File: src/design/e1_port_consts.vh
/*
 * Register offsets, field positions, reset values and encodings of the E1
 * line port control block.
 * Assumes it is included once per compilation unit by its bare name.
 */
`ifndef E1_PORT_CONSTS_VH
`define E1_PORT_CONSTS_VH

`define OFS_CTRL 8'h00
`define OFS_FRAME 8'h04
`define OFS_CODES 8'h08
`define OFS_STATUS 8'h0C
`define OFS_IRQ_STAT 8'h10
`define OFS_IRQ_MASK 8'h14
`define OFS_TSMAP 8'h18

`define CTRL_CHAN_EN 0
`define CTRL_CLK_LSB 1
`define CTRL_LOOP_LSB 3
`define FRAME_LT_LSB 0
`define FRAME_CAS 2
`define CODES_IDLE_LSB 0
`define CODES_DATA_LSB 8
`define CODES_ABCD_LSB 16

`define CLK_ADAPTIVE 2'h0
`define CLK_LOOPBACK 2'h1
`define CLK_INTERNAL 2'h2
`define LOOP_OFF 2'h0
`define LOOP_INTERNAL 2'h1
`define LOOP_EXTERNAL 2'h2
`define LT_UNFRAMED 2'h0
`define LT_CRC4_ON 2'h1
`define LT_CRC4_OFF 2'h2
`define OPM_TRANSPARENT 2'h0
`define OPM_FRACTIONAL 2'h1
`define OPM_FRAC_CAS 2'h2

`define RST_CTRL 5'h01
`define RST_FRAME 3'h5
`define RST_IDLE 8'h7E
`define RST_DATA 8'hFF
`define RST_ABCD 4'h1
`define RST_TSMAP 32'hFFFFFFFF

`define IRQ_LOS_SET 0
`define IRQ_LOS_CLR 1
`define IRQ_LT_CHG 2

`endif

File: src/design/e1_line_port_control.v
/*
 * E1 line port control: configuration registers on an AXI4-Lite slave,
 * loss-of-signal qualification, transmit clock selection, loopback routing
 * of the octet streams, framer mode decode and idle code insertion.
 * Assumes the framer, line interface and packet path share clk_sys and
 * present one octet per strobe; the LOS pin and the clocks are asynchronous.
 */
// Added by the designer: the AXI4-Lite interface to the registers and the address map.
// Contract
// - Channel enabled: detect and report LOS; disabled: no LOS detection.
// - Loopback clock mode: transmit clock is the recovered receive clock.
// - Internal mode uses local clock; adaptive mode uses packet-regenerated clock.
// - Internal loopback returns network-side data onto the network transmit path.
// - Internal loopback sends unframed all-ones AIS toward the PBX.
// - Internal loopback discards data received from the PBX.
// - External loopback returns PBX data to PBX and forwards to network.
// - External loopback discards data arriving from the packet network.
// - Loopback disabled: normal traffic both directions, no looping.
// - Unframed: framer pass-through, operation mode transparent, stream unaltered.
// - CRC-4 on: CRC-4 multiframing; CAS setting picks fractional or with CAS.
// - CRC-4 off: no CRC-4 multiframe; CAS setting still picks the mode.
// - Any change of line type disables the line.
// - Insert configurable idle code, default 7E, into unused transmit timeslots.
// - Unframed: idle code, signalling, conditioning patterns have no effect.
// - CAS disabled: CAS conditioning pattern has no effect.
// - Reset defaults: channel on, adaptive clock, no loopback, CRC-4 on.
// - CAS enabled: CAS multiframe, fractional with CAS; else plain fractional.
`include "e1_port_consts.vh"
`default_nettype none

module e1_line_port_control #(
    parameter ADDR_W = 8
) (
    input wire clk_sys,
    input wire arst_n,
    input wire [ADDR_W-1:0] s_axi_awaddr,
    input wire s_axi_awvalid,
    output wire s_axi_awready,
    input wire [31:0] s_axi_wdata,
    input wire [3:0] s_axi_wstrb,
    input wire s_axi_wvalid,
    output wire s_axi_wready,
    output reg [1:0] s_axi_bresp,
    output reg s_axi_bvalid,
    input wire s_axi_bready,
    input wire [ADDR_W-1:0] s_axi_araddr,
    input wire s_axi_arvalid,
    output wire s_axi_arready,
    output reg [31:0] s_axi_rdata,
    output reg [1:0] s_axi_rresp,
    output reg s_axi_rvalid,
    input wire s_axi_rready,
    input wire losPin,
    input wire clkRecovered,
    input wire clkLocal,
    input wire clkAdaptive,
    output wire clkTxLine,
    input wire [7:0] lineRxData,
    input wire lineRxStrobe,
    input wire [4:0] lineRxSlot,
    input wire [7:0] netRxData,
    input wire netRxStrobe,
    input wire [4:0] netRxSlot,
    output reg [7:0] lineTxData,
    output reg lineTxStrobe,
    output reg [7:0] netTxData,
    output reg netTxStrobe,
    output reg [4:0] netTxSlot,
    output wire lineEnable,
    output wire framerPassThrough,
    output wire framerCrc4,
    output wire framerCasMf,
    output wire [1:0] operationMode,
    output wire [7:0] condDataPattern,
    output wire [3:0] condAbcdPattern,
    output wire condAbcdValid,
    output wire losAlarm,
    output wire irq
);

    reg chanEn_q;
    reg [1:0] clkSel_q;
    reg [1:0] loopSel_q;
    reg [1:0] lineType_q;
    reg casEn_q;
    reg lineOn_q;
    reg [7:0] idleCode_q;
    reg [7:0] dataPat_q;
    reg [3:0] abcdPat_q;
    reg [31:0] slotMap_q;
    reg [2:0] irqStat_q;
    reg [2:0] irqMask_q;
    reg losMeta_q;
    reg losSync_q;
    reg los_q;
    reg awHeld_q;
    reg wHeld_q;
    reg [ADDR_W-1:0] awAddr_q;
    reg [31:0] wData_q;
    reg [3:0] wStrb_q;

    wire unframed = (lineType_q == `LT_UNFRAMED);
    wire loopInt = (loopSel_q == `LOOP_INTERNAL);
    wire loopExt = (loopSel_q == `LOOP_EXTERNAL);

    // A word-aligned byte offset is the decode both channels share.
    function [7:0] regSel;
        input [ADDR_W-1:0] a;
        begin
            regSel = {a[7:2], 2'b00};
        end
    endfunction

    // True when no address bit lies above the eight-bit register window;
    // reads use it so that a wide bus aliases nothing; a write only gets a slave error from it and still updates the register.
    function inWindow;
        input [ADDR_W-1:0] a;
        begin
            inWindow = (a >> 8) == {ADDR_W{1'b0}};
        end
    endfunction

    // Merges write data into a stored word under the byte strobes.
    function [31:0] merge;
        input [31:0] old;
        input [31:0] nw;
        input [3:0] st;
        integer b;
        begin
            merge = old;
            for (b = 0; b < 4; b = b + 1) begin
                if (st[b]) begin
                    merge[b*8 +: 8] = nw[b*8 +: 8];
                end
            end
        end
    endfunction

    // Address and data may come in either order; each is held until both are.
    assign s_axi_awready = !awHeld_q && !s_axi_bvalid;
    assign s_axi_wready = !wHeld_q && !s_axi_bvalid;
    wire awTake = s_axi_awvalid && s_axi_awready;
    wire wTake = s_axi_wvalid && s_axi_wready;
    wire awHave = awHeld_q || awTake;
    wire wHave = wHeld_q || wTake;
    wire doWrite = awHave && wHave;
    wire [ADDR_W-1:0] wrAddr = awHeld_q ? awAddr_q : s_axi_awaddr;
    wire [31:0] wrData = wHeld_q ? wData_q : s_axi_wdata;
    wire [3:0] wrStrb = wHeld_q ? wStrb_q : s_axi_wstrb;
    wire [7:0] wrSel = regSel(wrAddr);
    wire wrHit = inWindow(wrAddr) && (wrSel <= `OFS_TSMAP);

    wire [31:0] ctrlWord = {27'h0, loopSel_q, clkSel_q, chanEn_q};
    wire [31:0] frameWord = {29'h0, casEn_q, lineType_q};
    wire [31:0] codesWord = {12'h0, abcdPat_q, dataPat_q, idleCode_q};
    wire [31:0] ctrlNew = merge(ctrlWord, wrData, wrStrb);
    wire [31:0] frameNew = merge(frameWord, wrData, wrStrb);
    wire [31:0] codesNew = merge(codesWord, wrData, wrStrb);
    wire wrFrame = doWrite && wrSel == `OFS_FRAME;
    // Encoding 3 of the line type is not a mode, so it is not stored.
    wire ltValid = frameNew[`FRAME_LT_LSB +: 2] != 2'h3;
    wire ltChange = wrFrame && ltValid &&
        frameNew[`FRAME_LT_LSB +: 2] != lineType_q;

    // LOS pin synchroniser; only the second stage is looked at.
    // The enable gates after the second stage, so a standing loss shows
    // within one cycle once the channel is switched on.
    always @(posedge clk_sys or negedge arst_n) begin
        if (!arst_n) begin
            losMeta_q <= 1'b0;
            losSync_q <= 1'b0;
            los_q <= 1'b0;
        end else begin
            losMeta_q <= losPin;
            losSync_q <= losMeta_q;
            los_q <= chanEn_q && losSync_q;
        end
    end
    assign losAlarm = los_q;

    // Both alarm edges are events, so software learns of a loss that has
    // already cleared again before it reads the status.
    wire [2:0] irqEvent;
    assign irqEvent[`IRQ_LOS_SET] = chanEn_q && losSync_q && !los_q;
    assign irqEvent[`IRQ_LOS_CLR] = los_q && !(chanEn_q && losSync_q);
    assign irqEvent[`IRQ_LT_CHG] = ltChange;
    wire [2:0] irqClr = (doWrite && wrSel == `OFS_IRQ_STAT && wrStrb[0]) ?
        wrData[2:0] : 3'h0;

    always @(posedge clk_sys or negedge arst_n) begin
        if (!arst_n) begin
            {loopSel_q, clkSel_q, chanEn_q} <= `RST_CTRL;
            {casEn_q, lineType_q} <= `RST_FRAME;
            lineOn_q <= 1'b1;
            idleCode_q <= `RST_IDLE;
            dataPat_q <= `RST_DATA;
            abcdPat_q <= `RST_ABCD;
            slotMap_q <= `RST_TSMAP;
            irqStat_q <= 3'h0;
            irqMask_q <= 3'h0;
            awHeld_q <= 1'b0;
            wHeld_q <= 1'b0;
            awAddr_q <= {ADDR_W{1'b0}};
            wData_q <= 32'h0;
            wStrb_q <= 4'h0;
            s_axi_bvalid <= 1'b0;
            s_axi_bresp <= 2'b00;
        end else begin
            // An event in the cycle of its clear wins; no edge is lost.
            irqStat_q <= (irqStat_q & ~irqClr) | irqEvent;
            if (awTake && !doWrite) begin
                awHeld_q <= 1'b1;
                awAddr_q <= s_axi_awaddr;
            end
            if (wTake && !doWrite) begin
                wHeld_q <= 1'b1;
                wData_q <= s_axi_wdata;
                wStrb_q <= s_axi_wstrb;
            end
            if (s_axi_bvalid && s_axi_bready) begin
                s_axi_bvalid <= 1'b0;
            end
            if (doWrite) begin
                awHeld_q <= 1'b0;
                wHeld_q <= 1'b0;
                s_axi_bvalid <= 1'b1;
                // Addresses past the last register get a slave error.
                s_axi_bresp <= wrHit ? 2'b00 : 2'b10;
                case (wrSel)
                    `OFS_CTRL: begin
                        chanEn_q <= ctrlNew[`CTRL_CHAN_EN];
                        clkSel_q <= ctrlNew[`CTRL_CLK_LSB +: 2];
                        loopSel_q <= ctrlNew[`CTRL_LOOP_LSB +: 2];
                        // Writing the channel enable re-arms a stopped line.
                        if (ctrlNew[`CTRL_CHAN_EN] && wrStrb[0]) begin
                            lineOn_q <= 1'b1;
                        end
                    end
                    `OFS_FRAME: begin
                        if (ltValid) begin
                            lineType_q <= frameNew[`FRAME_LT_LSB +: 2];
                        end
                        // CAS is kept while unframed and applies again later.
                        casEn_q <= frameNew[`FRAME_CAS];
                        if (ltChange) begin
                            lineOn_q <= 1'b0;
                        end
                    end
                    `OFS_CODES: begin
                        idleCode_q <= codesNew[`CODES_IDLE_LSB +: 8];
                        dataPat_q <= codesNew[`CODES_DATA_LSB +: 8];
                        abcdPat_q <= codesNew[`CODES_ABCD_LSB +: 4];
                    end
                    `OFS_IRQ_MASK: begin
                        if (wrStrb[0]) begin
                            irqMask_q <= wrData[2:0];
                        end
                    end
                    `OFS_TSMAP: begin
                        slotMap_q <= merge(slotMap_q, wrData, wrStrb);
                    end
                    default: begin
                    end
                endcase
            end
        end
    end

    // A level output: it falls as soon as software clears the bit.
    assign irq = |(irqStat_q & irqMask_q);

    // Reads answer one cycle after the address is taken.
    assign s_axi_arready = !s_axi_rvalid;
    wire [7:0] rdSel = regSel(s_axi_araddr);
    always @(posedge clk_sys or negedge arst_n) begin
        if (!arst_n) begin
            s_axi_rvalid <= 1'b0;
            s_axi_rdata <= 32'h0;
            s_axi_rresp <= 2'b00;
        end else if (s_axi_arvalid && s_axi_arready) begin
            s_axi_rvalid <= 1'b1;
            s_axi_rresp <= 2'b00;
            if (!inWindow(s_axi_araddr)) begin
                s_axi_rresp <= 2'b10;
                s_axi_rdata <= 32'h0;
            end else begin
                case (rdSel)
                    `OFS_CTRL: s_axi_rdata <= ctrlWord;
                    `OFS_FRAME: s_axi_rdata <= frameWord;
                    `OFS_CODES: s_axi_rdata <= codesWord;
                    `OFS_STATUS: begin
                        s_axi_rdata <= {28'h0, operationMode, lineOn_q,
                            los_q};
                    end
                    `OFS_IRQ_STAT: s_axi_rdata <= {29'h0, irqStat_q};
                    `OFS_IRQ_MASK: s_axi_rdata <= {29'h0, irqMask_q};
                    `OFS_TSMAP: s_axi_rdata <= slotMap_q;
                    default: begin
                        s_axi_rresp <= 2'b10;
                        s_axi_rdata <= 32'h0;
                    end
                endcase
            end
        end else if (s_axi_rready) begin
            s_axi_rvalid <= 1'b0;
        end
    end

    // The clock mux is combinational; a glitch-free switch belongs to the
    // clock cell that follows, which this block does not own.
    assign clkTxLine = (clkSel_q == `CLK_LOOPBACK) ? clkRecovered :
        (clkSel_q == `CLK_INTERNAL) ? clkLocal : clkAdaptive;

    assign lineEnable = lineOn_q;
    assign framerPassThrough = unframed;
    assign framerCrc4 = (lineType_q == `LT_CRC4_ON);
    assign framerCasMf = !unframed && casEn_q;
    assign operationMode = unframed ? `OPM_TRANSPARENT :
        casEn_q ? `OPM_FRAC_CAS : `OPM_FRACTIONAL;
    // Hidden settings are forced to fixed values so that a stale register
    // cannot leak into the framer.
    assign condDataPattern = unframed ? 8'hFF : dataPat_q;
    assign condAbcdValid = !unframed && casEn_q;
    assign condAbcdPattern = condAbcdValid ? abcdPat_q : 4'h0;

    // Idle fill applies to the normal path only; a looped octet goes back
    // exactly as it came.
    wire [7:0] idleNow = unframed ? 8'h00 : idleCode_q;
    wire netSlotUsed = slotMap_q[netRxSlot];

    // Octet routing; a stopped line sends nothing either way.
    // Each output strobe stands one cycle and nothing here buffers, so the
    // framer and packet path must take the octet on that edge.
    always @(posedge clk_sys or negedge arst_n) begin
        if (!arst_n) begin
            lineTxData <= 8'h00;
            lineTxStrobe <= 1'b0;
            netTxData <= 8'h00;
            netTxStrobe <= 1'b0;
            netTxSlot <= 5'h00;
        end else begin
            lineTxStrobe <= 1'b0;
            netTxStrobe <= 1'b0;
            if (lineOn_q && loopInt) begin
                netTxStrobe <= netRxStrobe;
                netTxData <= netRxData;
                netTxSlot <= netRxSlot;
                lineTxStrobe <= netRxStrobe;
                lineTxData <= 8'hFF;
            end else if (lineOn_q && loopExt) begin
                lineTxStrobe <= lineRxStrobe;
                lineTxData <= lineRxData;
                netTxStrobe <= lineRxStrobe;
                netTxData <= lineRxData;
                netTxSlot <= lineRxSlot;
            end else if (lineOn_q) begin
                lineTxStrobe <= netRxStrobe;
                if (unframed || netSlotUsed) begin
                    lineTxData <= netRxData;
                end else begin
                    lineTxData <= idleNow;
                end
                netTxStrobe <= lineRxStrobe;
                netTxData <= lineRxData;
                netTxSlot <= lineRxSlot;
            end
        end
    end

endmodule // e1_line_port_control

`default_nettype wire

File: config.mk
export PLATFORM = sky130hd
export DESIGN_NAME = e1_line_port_control
export DESIGN_NICKNAME = d
export VERILOG_FILES = /design/src/design/e1_line_port_control.v
export VERILOG_INCLUDE_DIRS = /design/src /design/src/design
export SDC_FILE = /design/constraint.sdc
export NUM_CORES = 1
export LEC_CHECK = 0
export BUFFER_PORTS_ARGS = -buffer_cell sky130_fd_sc_hd__buf_2
export CORE_MARGIN = 2
export CORE_UTILIZATION = 50
export CTS_BUF_LIST = sky130_fd_sc_hd__clkbuf_16
export DETAILED_ROUTE_END_ITERATION = 10
export MAX_ROUTING_LAYER = met4
export PLACE_DENSITY = 0.83
export REMOVE_ABC_BUFFERS = 1
export SLEW_MARGIN = 20
export SYNTH_ARGS = -nofsm -noshare
export SYNTH_HDL_FRONTEND = slang
export SYNTH_SLANG_ARGS = --single-unit
File: constraint.sdc
create_clock -name clk_sys -period 2 [get_ports clk_sys]
set_input_delay 0.3 -clock clk_sys [delete_from_list [all_inputs] [get_ports clk_sys]]
set_output_delay 0.3 -clock clk_sys [all_outputs]
set_load 0.1 [all_outputs]
* Yosys cells after proc, flatten, opt, wreduce, memory -nomap -nowiden
Index checks and enable logic that the tools add are counted.
Storage, ports and cells: output and inout port bits 86, bits in registers 177
Operators by class: $lt $le $gt $ge 2, reduce and logical (&&, ||, !) cells 56, bitwise operators 4, muxes and demuxes 45, equal/unequal tests 20
Operators with widths (number):
- 32-bit one-hot mux with 7 select lines | 1
- 8-bit 2-to-1 mux | 10
- 6-bit by 3-bit equality test with 1-bit output, second input constant | 6
- 3-bit AND reduction | 11
- 32-bit 2-to-1 mux | 1
- 1-bit logical AND | 21
- 1-bit 2-to-1 mux | 20
- 6-bit by 2-bit equality test with 1-bit output, second input constant | 3
- 8-bit zero test | 2
- 5-bit 2-to-1 mux | 3
- 6-bit by 1-bit equality test with 1-bit output, second input constant | 2
- 2-bit 2-to-1 mux | 5
- 2-bit nonzero test | 5
- 8-bit by 5-bit <= comparator with 1-bit output, second input constant | 1
- 1-bit zero test | 8
- 4-bit 2-to-1 mux | 2
- 7-bit OR reduction | 1
- 3-bit AND | 2
- 2-bit by 1-bit equality test with 1-bit output, second input constant | 3
- 5-bit by 6-bit less-than comparator with 1-bit output, second input constant | 1
- 2-bit inequality test, second input constant | 3
- 1-bit binary-select mux with 5-bit select | 1
- 2-bit equality test, second input constant | 2
- 4-bit AND reduction | 1
- other kinds (10) | 12

* Longest topological paths before layout
depth in word-level cells 11, gate-level depth with buffers 9, mapped depth without buffers 7

* Least setup slack after synthesis
Ideal clock, no wire load.
path kind register to output, from register lineType_q[0], to output port operationMode[0], slack -0.787 ns, data arrival time 2.487 ns, stages on the path, launching flop included 4, path through dfstp_2 or2_2 inv_1 nor2_1
On the way: longest elaborated chain between the ends 2
RTL lines:
- start: declaration | line e1_line_port_control.v:84 | reg [1:0] lineType_q;
- start signal: assignment | line e1_line_port_control.v:193 | {casEn_q, lineType_q} <= `RST_FRAME;
- start signal: assignment | line e1_line_port_control.v:241 | lineType_q <= frameNew[`FRAME_LT_LSB +: 2];
- 2-bit zero test (no line)
- via framerPassThrough | line e1_line_port_control.v:70 | output wire framerPassThrough,
- 2-bit 2-to-1 mux (no line)
- end: declaration | line e1_line_port_control.v:73 | output wire [1:0] operationMode,
The timed path passes the listed nets, and every way through them passes these cells.

* Worst setup path in the final report
from register casEn_q, to output port framerCasMf
On the way: longest elaborated chain between the ends 1
RTL lines:
- start: declaration | line e1_line_port_control.v:85 | reg casEn_q;
- start signal: assignment | line e1_line_port_control.v:193
- start signal: assignment | line e1_line_port_control.v:244 | casEn_q <= frameNew[`FRAME_CAS];
- 1-bit logical AND | line e1_line_port_control.v:317 | assign framerCasMf = !unframed && casEn_q;
- end: declaration | line e1_line_port_control.v:72 | output wire framerCasMf,
Every way passes these cells.

==> impl_metrics.env <==
export IMPL_status="finished clean"
export IMPL_grt_use_total_pct=25.8
export IMPL_io_buffer_count=170
export IMPL_io_pins=177
export IMPL_syn_area_per_cell_um2=11.2
export IMPL_hp_class="primary input to register"
export IMPL_dp_cells=1145
export IMPL_cts_tree="done"
export IMPL_synth_seq_cells=173
export IMPL_finalSetupViolCount=0
export IMPL_antenna_found_initial=2
export IMPL_critPathCaptureType="output port"
export IMPL_finalNonFillerCells=1185
export IMPL_first_iter_violations=363
export IMPL_netlist_instances=747
export IMPL_fillers=1237
export IMPL_routabilityCongestion=0.834
export IMPL_cts_buffers=17
export IMPL_leakage_nw=4.90
export IMPL_layout_drive_gt1_share_pct=45.4
export IMPL_ir_worst_vdd_uv=1650
export IMPL_cp_arrival_ns=1.68
export IMPL_max_cap_violations=0
export IMPL_rows=47
export IMPL_dpl_cell_area_um2=10100
export IMPL_grt_max_degree=55
export IMPL_worst_pin_slew_ns=0.556
export IMPL_setup_tns_final_ns=0
export IMPL_hold_violations=0
export IMPL_cp_slowest_stage_delay_ns=0.69
export IMPL_die_width_um=133
export IMPL_crit_buf_inv=1
export IMPL_final_cell_mix="149 x buf_2, 119 x dfrtp_1, 98 x mux2_2, 85 x nand2_1, 74 x o21ai_0"
export IMPL_layout_commonest_cell="buf_2"
export IMPL_crit_start="casEn_q"
export IMPL_h_tree_depth=4
export IMPL_grt_ovfl_total=0
export IMPL_die_height_um=133
export IMPL_layout_nets=1041
export IMPL_grt_pass1_vias=6834
export IMPL_synth_ff_type="dfrtp_1"
export IMPL_ys_seq_area_share_pct=52.7
export IMPL_cts_sinks=173
export IMPL_finClkSkew_ns=0.00970
export IMPL_period_needed_ns=1.98
export IMPL_viasPerCell=5.62
export IMPL_critPathSlowestCell="dfstp_2"
export IMPL_ys_warnings_count=0
export IMPL_crit_required_ns=1.70
export IMPL_ff2ff_setup_slack_ns=0.05
export IMPL_path_cells="and2_2 > buf_12"
export IMPL_holdWs_ns=0.0261
export IMPL_grt_pass1_wl_um=34600
export IMPL_syn_area_um2=8340
export IMPL_core_area_um2=16500
export IMPL_power_density_nw_per_um2=1530
export IMPL_wl_per_cell_um=18.3
export IMPL_max_freq_ghz=0.505
export IMPL_start_util_pct=50.6
export IMPL_relSlewSlack_pct=62.9
export IMPL_clkLatencyLatePin_ns=0.44
export IMPL_cts_root_buffer="clkbuf_16"
export IMPL_cp_start_kind="register"
export IMPL_drt_total_wl_um=21700
export IMPL_hpwl_um=15500
export IMPL_synth_edf_count=0
export IMPL_clk_pin_slew_ns=0.06
export IMPL_post_route_worst_setup_slack_ns=0.0215
export IMPL_crit_type="register to output port"
export IMPL_drt_first_pass_iters=5
export IMPL_synth_cell_types=45
export IMPL_async_flop_share_pct=100
export IMPL_drtAntennaViolNets=0
export IMPL_critPathTopFamily="flip-flops"
export IMPL_dieArea_um2=17700
export IMPL_timing_rr_start="awHeld_q"
export IMPL_clockBufferDepth=2
export IMPL_design_area_um2=10800
export IMPL_rsz0062_at_grt="true"
export IMPL_hold_start="s_axi_bready"
export IMPL_path_max_fanout=9
export IMPL_place_ws_ns=-0.0655
export IMPL_post_route_period_util_pct=98.9
export IMPL_vias=6658
export IMPL_drc_errors=0
export IMPL_drv_slew=0
export IMPL_area_growth_pct=29.6
[Yosys cell counts (all sizes together), types with 2 or more instances]
library cell / number / area, um^2
nor3b: 8 / 60.1
mux2: 104 / 1190
nor4: 2 / 25.0
dfstp: 51 / 1340
a211oi: 2 / 15.0
and3: 4 / 25.0
inv: 7 / 26.3
buf: 22 / 126
dfrtp: 122 / 3050
a221oi: 8 / 70.1
a31oi: 3 / 18.8
o21a: 2 / 15.0
mux2i: 60 / 601
nand2: 85 / 319
a21oi: 31 / 155
o21ai: 74 / 370
and2: 3 / 18.8
a22oi: 22 / 165
nor3: 15 / 75.1
nand3: 10 / 50.1
nand3b: 4 / 30.0
o211ai: 2 / 15.0
nor2b: 12 / 75.1
nand2b: 14 / 95.1
mux4: 2 / 45.0
clkbuf: 23 / 86.3
nor2: 42 / 158
[worst register-to-register path, delay by kind of cell, from the launching register on]
family,cells,cell delay (ns)
buffers and inverters,4,0.66
AOI/OAI and AO/OA,1,0.25
DFF,1,0.45
muxes,1,0.34
and+or+nand+nor,2,0.18
[what timing repair did]
item,4_1_cts,5_1_grt
resized for setup,12,16
gates cloned,0,0
setup buffers,4,0
pin swaps,1,1
hold buffers,2,0
endpoints found under the setup margin,32,36
hold endpoints to repair,33,0
[cell families after synthesis]
kind of cell           count (synthesis)  synth area share (%)
AOI/OAI and AO/OA                    152                  10.8
buffers and inverters                 52                  2.87
DFF                                  173                  52.7
muxes                                166                  22.1
other                                  1                0.0450
and+or+nand+nor                      203                  11.5
[per-layer routing]
layer / share of wire (%) / routed length (um) / GRT usage (%)
met4: 2.4 / 510 / 9.93
met5: 0 / 0 / -
met2: 50 / 10900 / 42.3
met1: 42 / 9070 / 31.6
met3: 5.5 / 1200 / 5.56
[power breakdown]
part	internal (mW)	switching (mW)	leakage, nW
Combinational	2.63	5.02	2.59
Clock	1.83	1.42	0.282
Sequential	4.81	0.821	2.03
[worst paths after layout]
path / end / depth (start not counted)
max: framerCasMf / 2
min: s_axi_bvalid / 2
max reg2reg: dataPat_q[0] / 8
min reg2reg: losSync_q / 0
max in group asynchronous: dataPat_q[3] / 3
min in group asynchronous: netTxData[0] / 2
[flip-flops by register name, summed over array words and instances (netlist names), 2 cells and up]
| register | cells |
|---|---|
| abcdPat_q | 4 |
| awAddr_q | 6 |
| clkSel_q | 2 |
| dataPat_q | 8 |
| idleCode_q | 8 |
| irqMask_q | 3 |
| irqStat_q | 3 |
| lineTxData | 8 |
| lineType_q | 2 |
| loopSel_q | 2 |
| netTxData | 8 |
| netTxSlot | 5 |
| s_axi_rdata | 32 |
| slotMap_q | 32 |
| wData_q | 32 |
| wStrb_q | 4 |
[through the flow]
| stage | total power [mW] | utilization [%] |
|---|---|---|
| 4_1_cts | 16.5 | 65.2 |
| 3_5_place_dp | 13.1 | 61.2 |
| 2_1_floorplan | 10.7 | - |
| 3_3_place_gp | 12.8 | 61.2 |
| 5_1_grt | 17.2 | 65.6 |
| 6_report | 16.5 | 65.6 |
[cell type report]
class,count,area [um^2],area share (%)
Timing Repair Buffer,228,1740,16.1
Tap cell,220,275,2.55
Clock buffer,17,425,3.94
Multi-Input combinational cell,523,3790,35.1
Clock inverter,15,148,1.37
Antenna cell,2,5.00,0.0463
Sequential cell,173,4400,40.7
Inverter,7,26.3,0.243
Note: power is estimated with default switching activity, not from simulation.
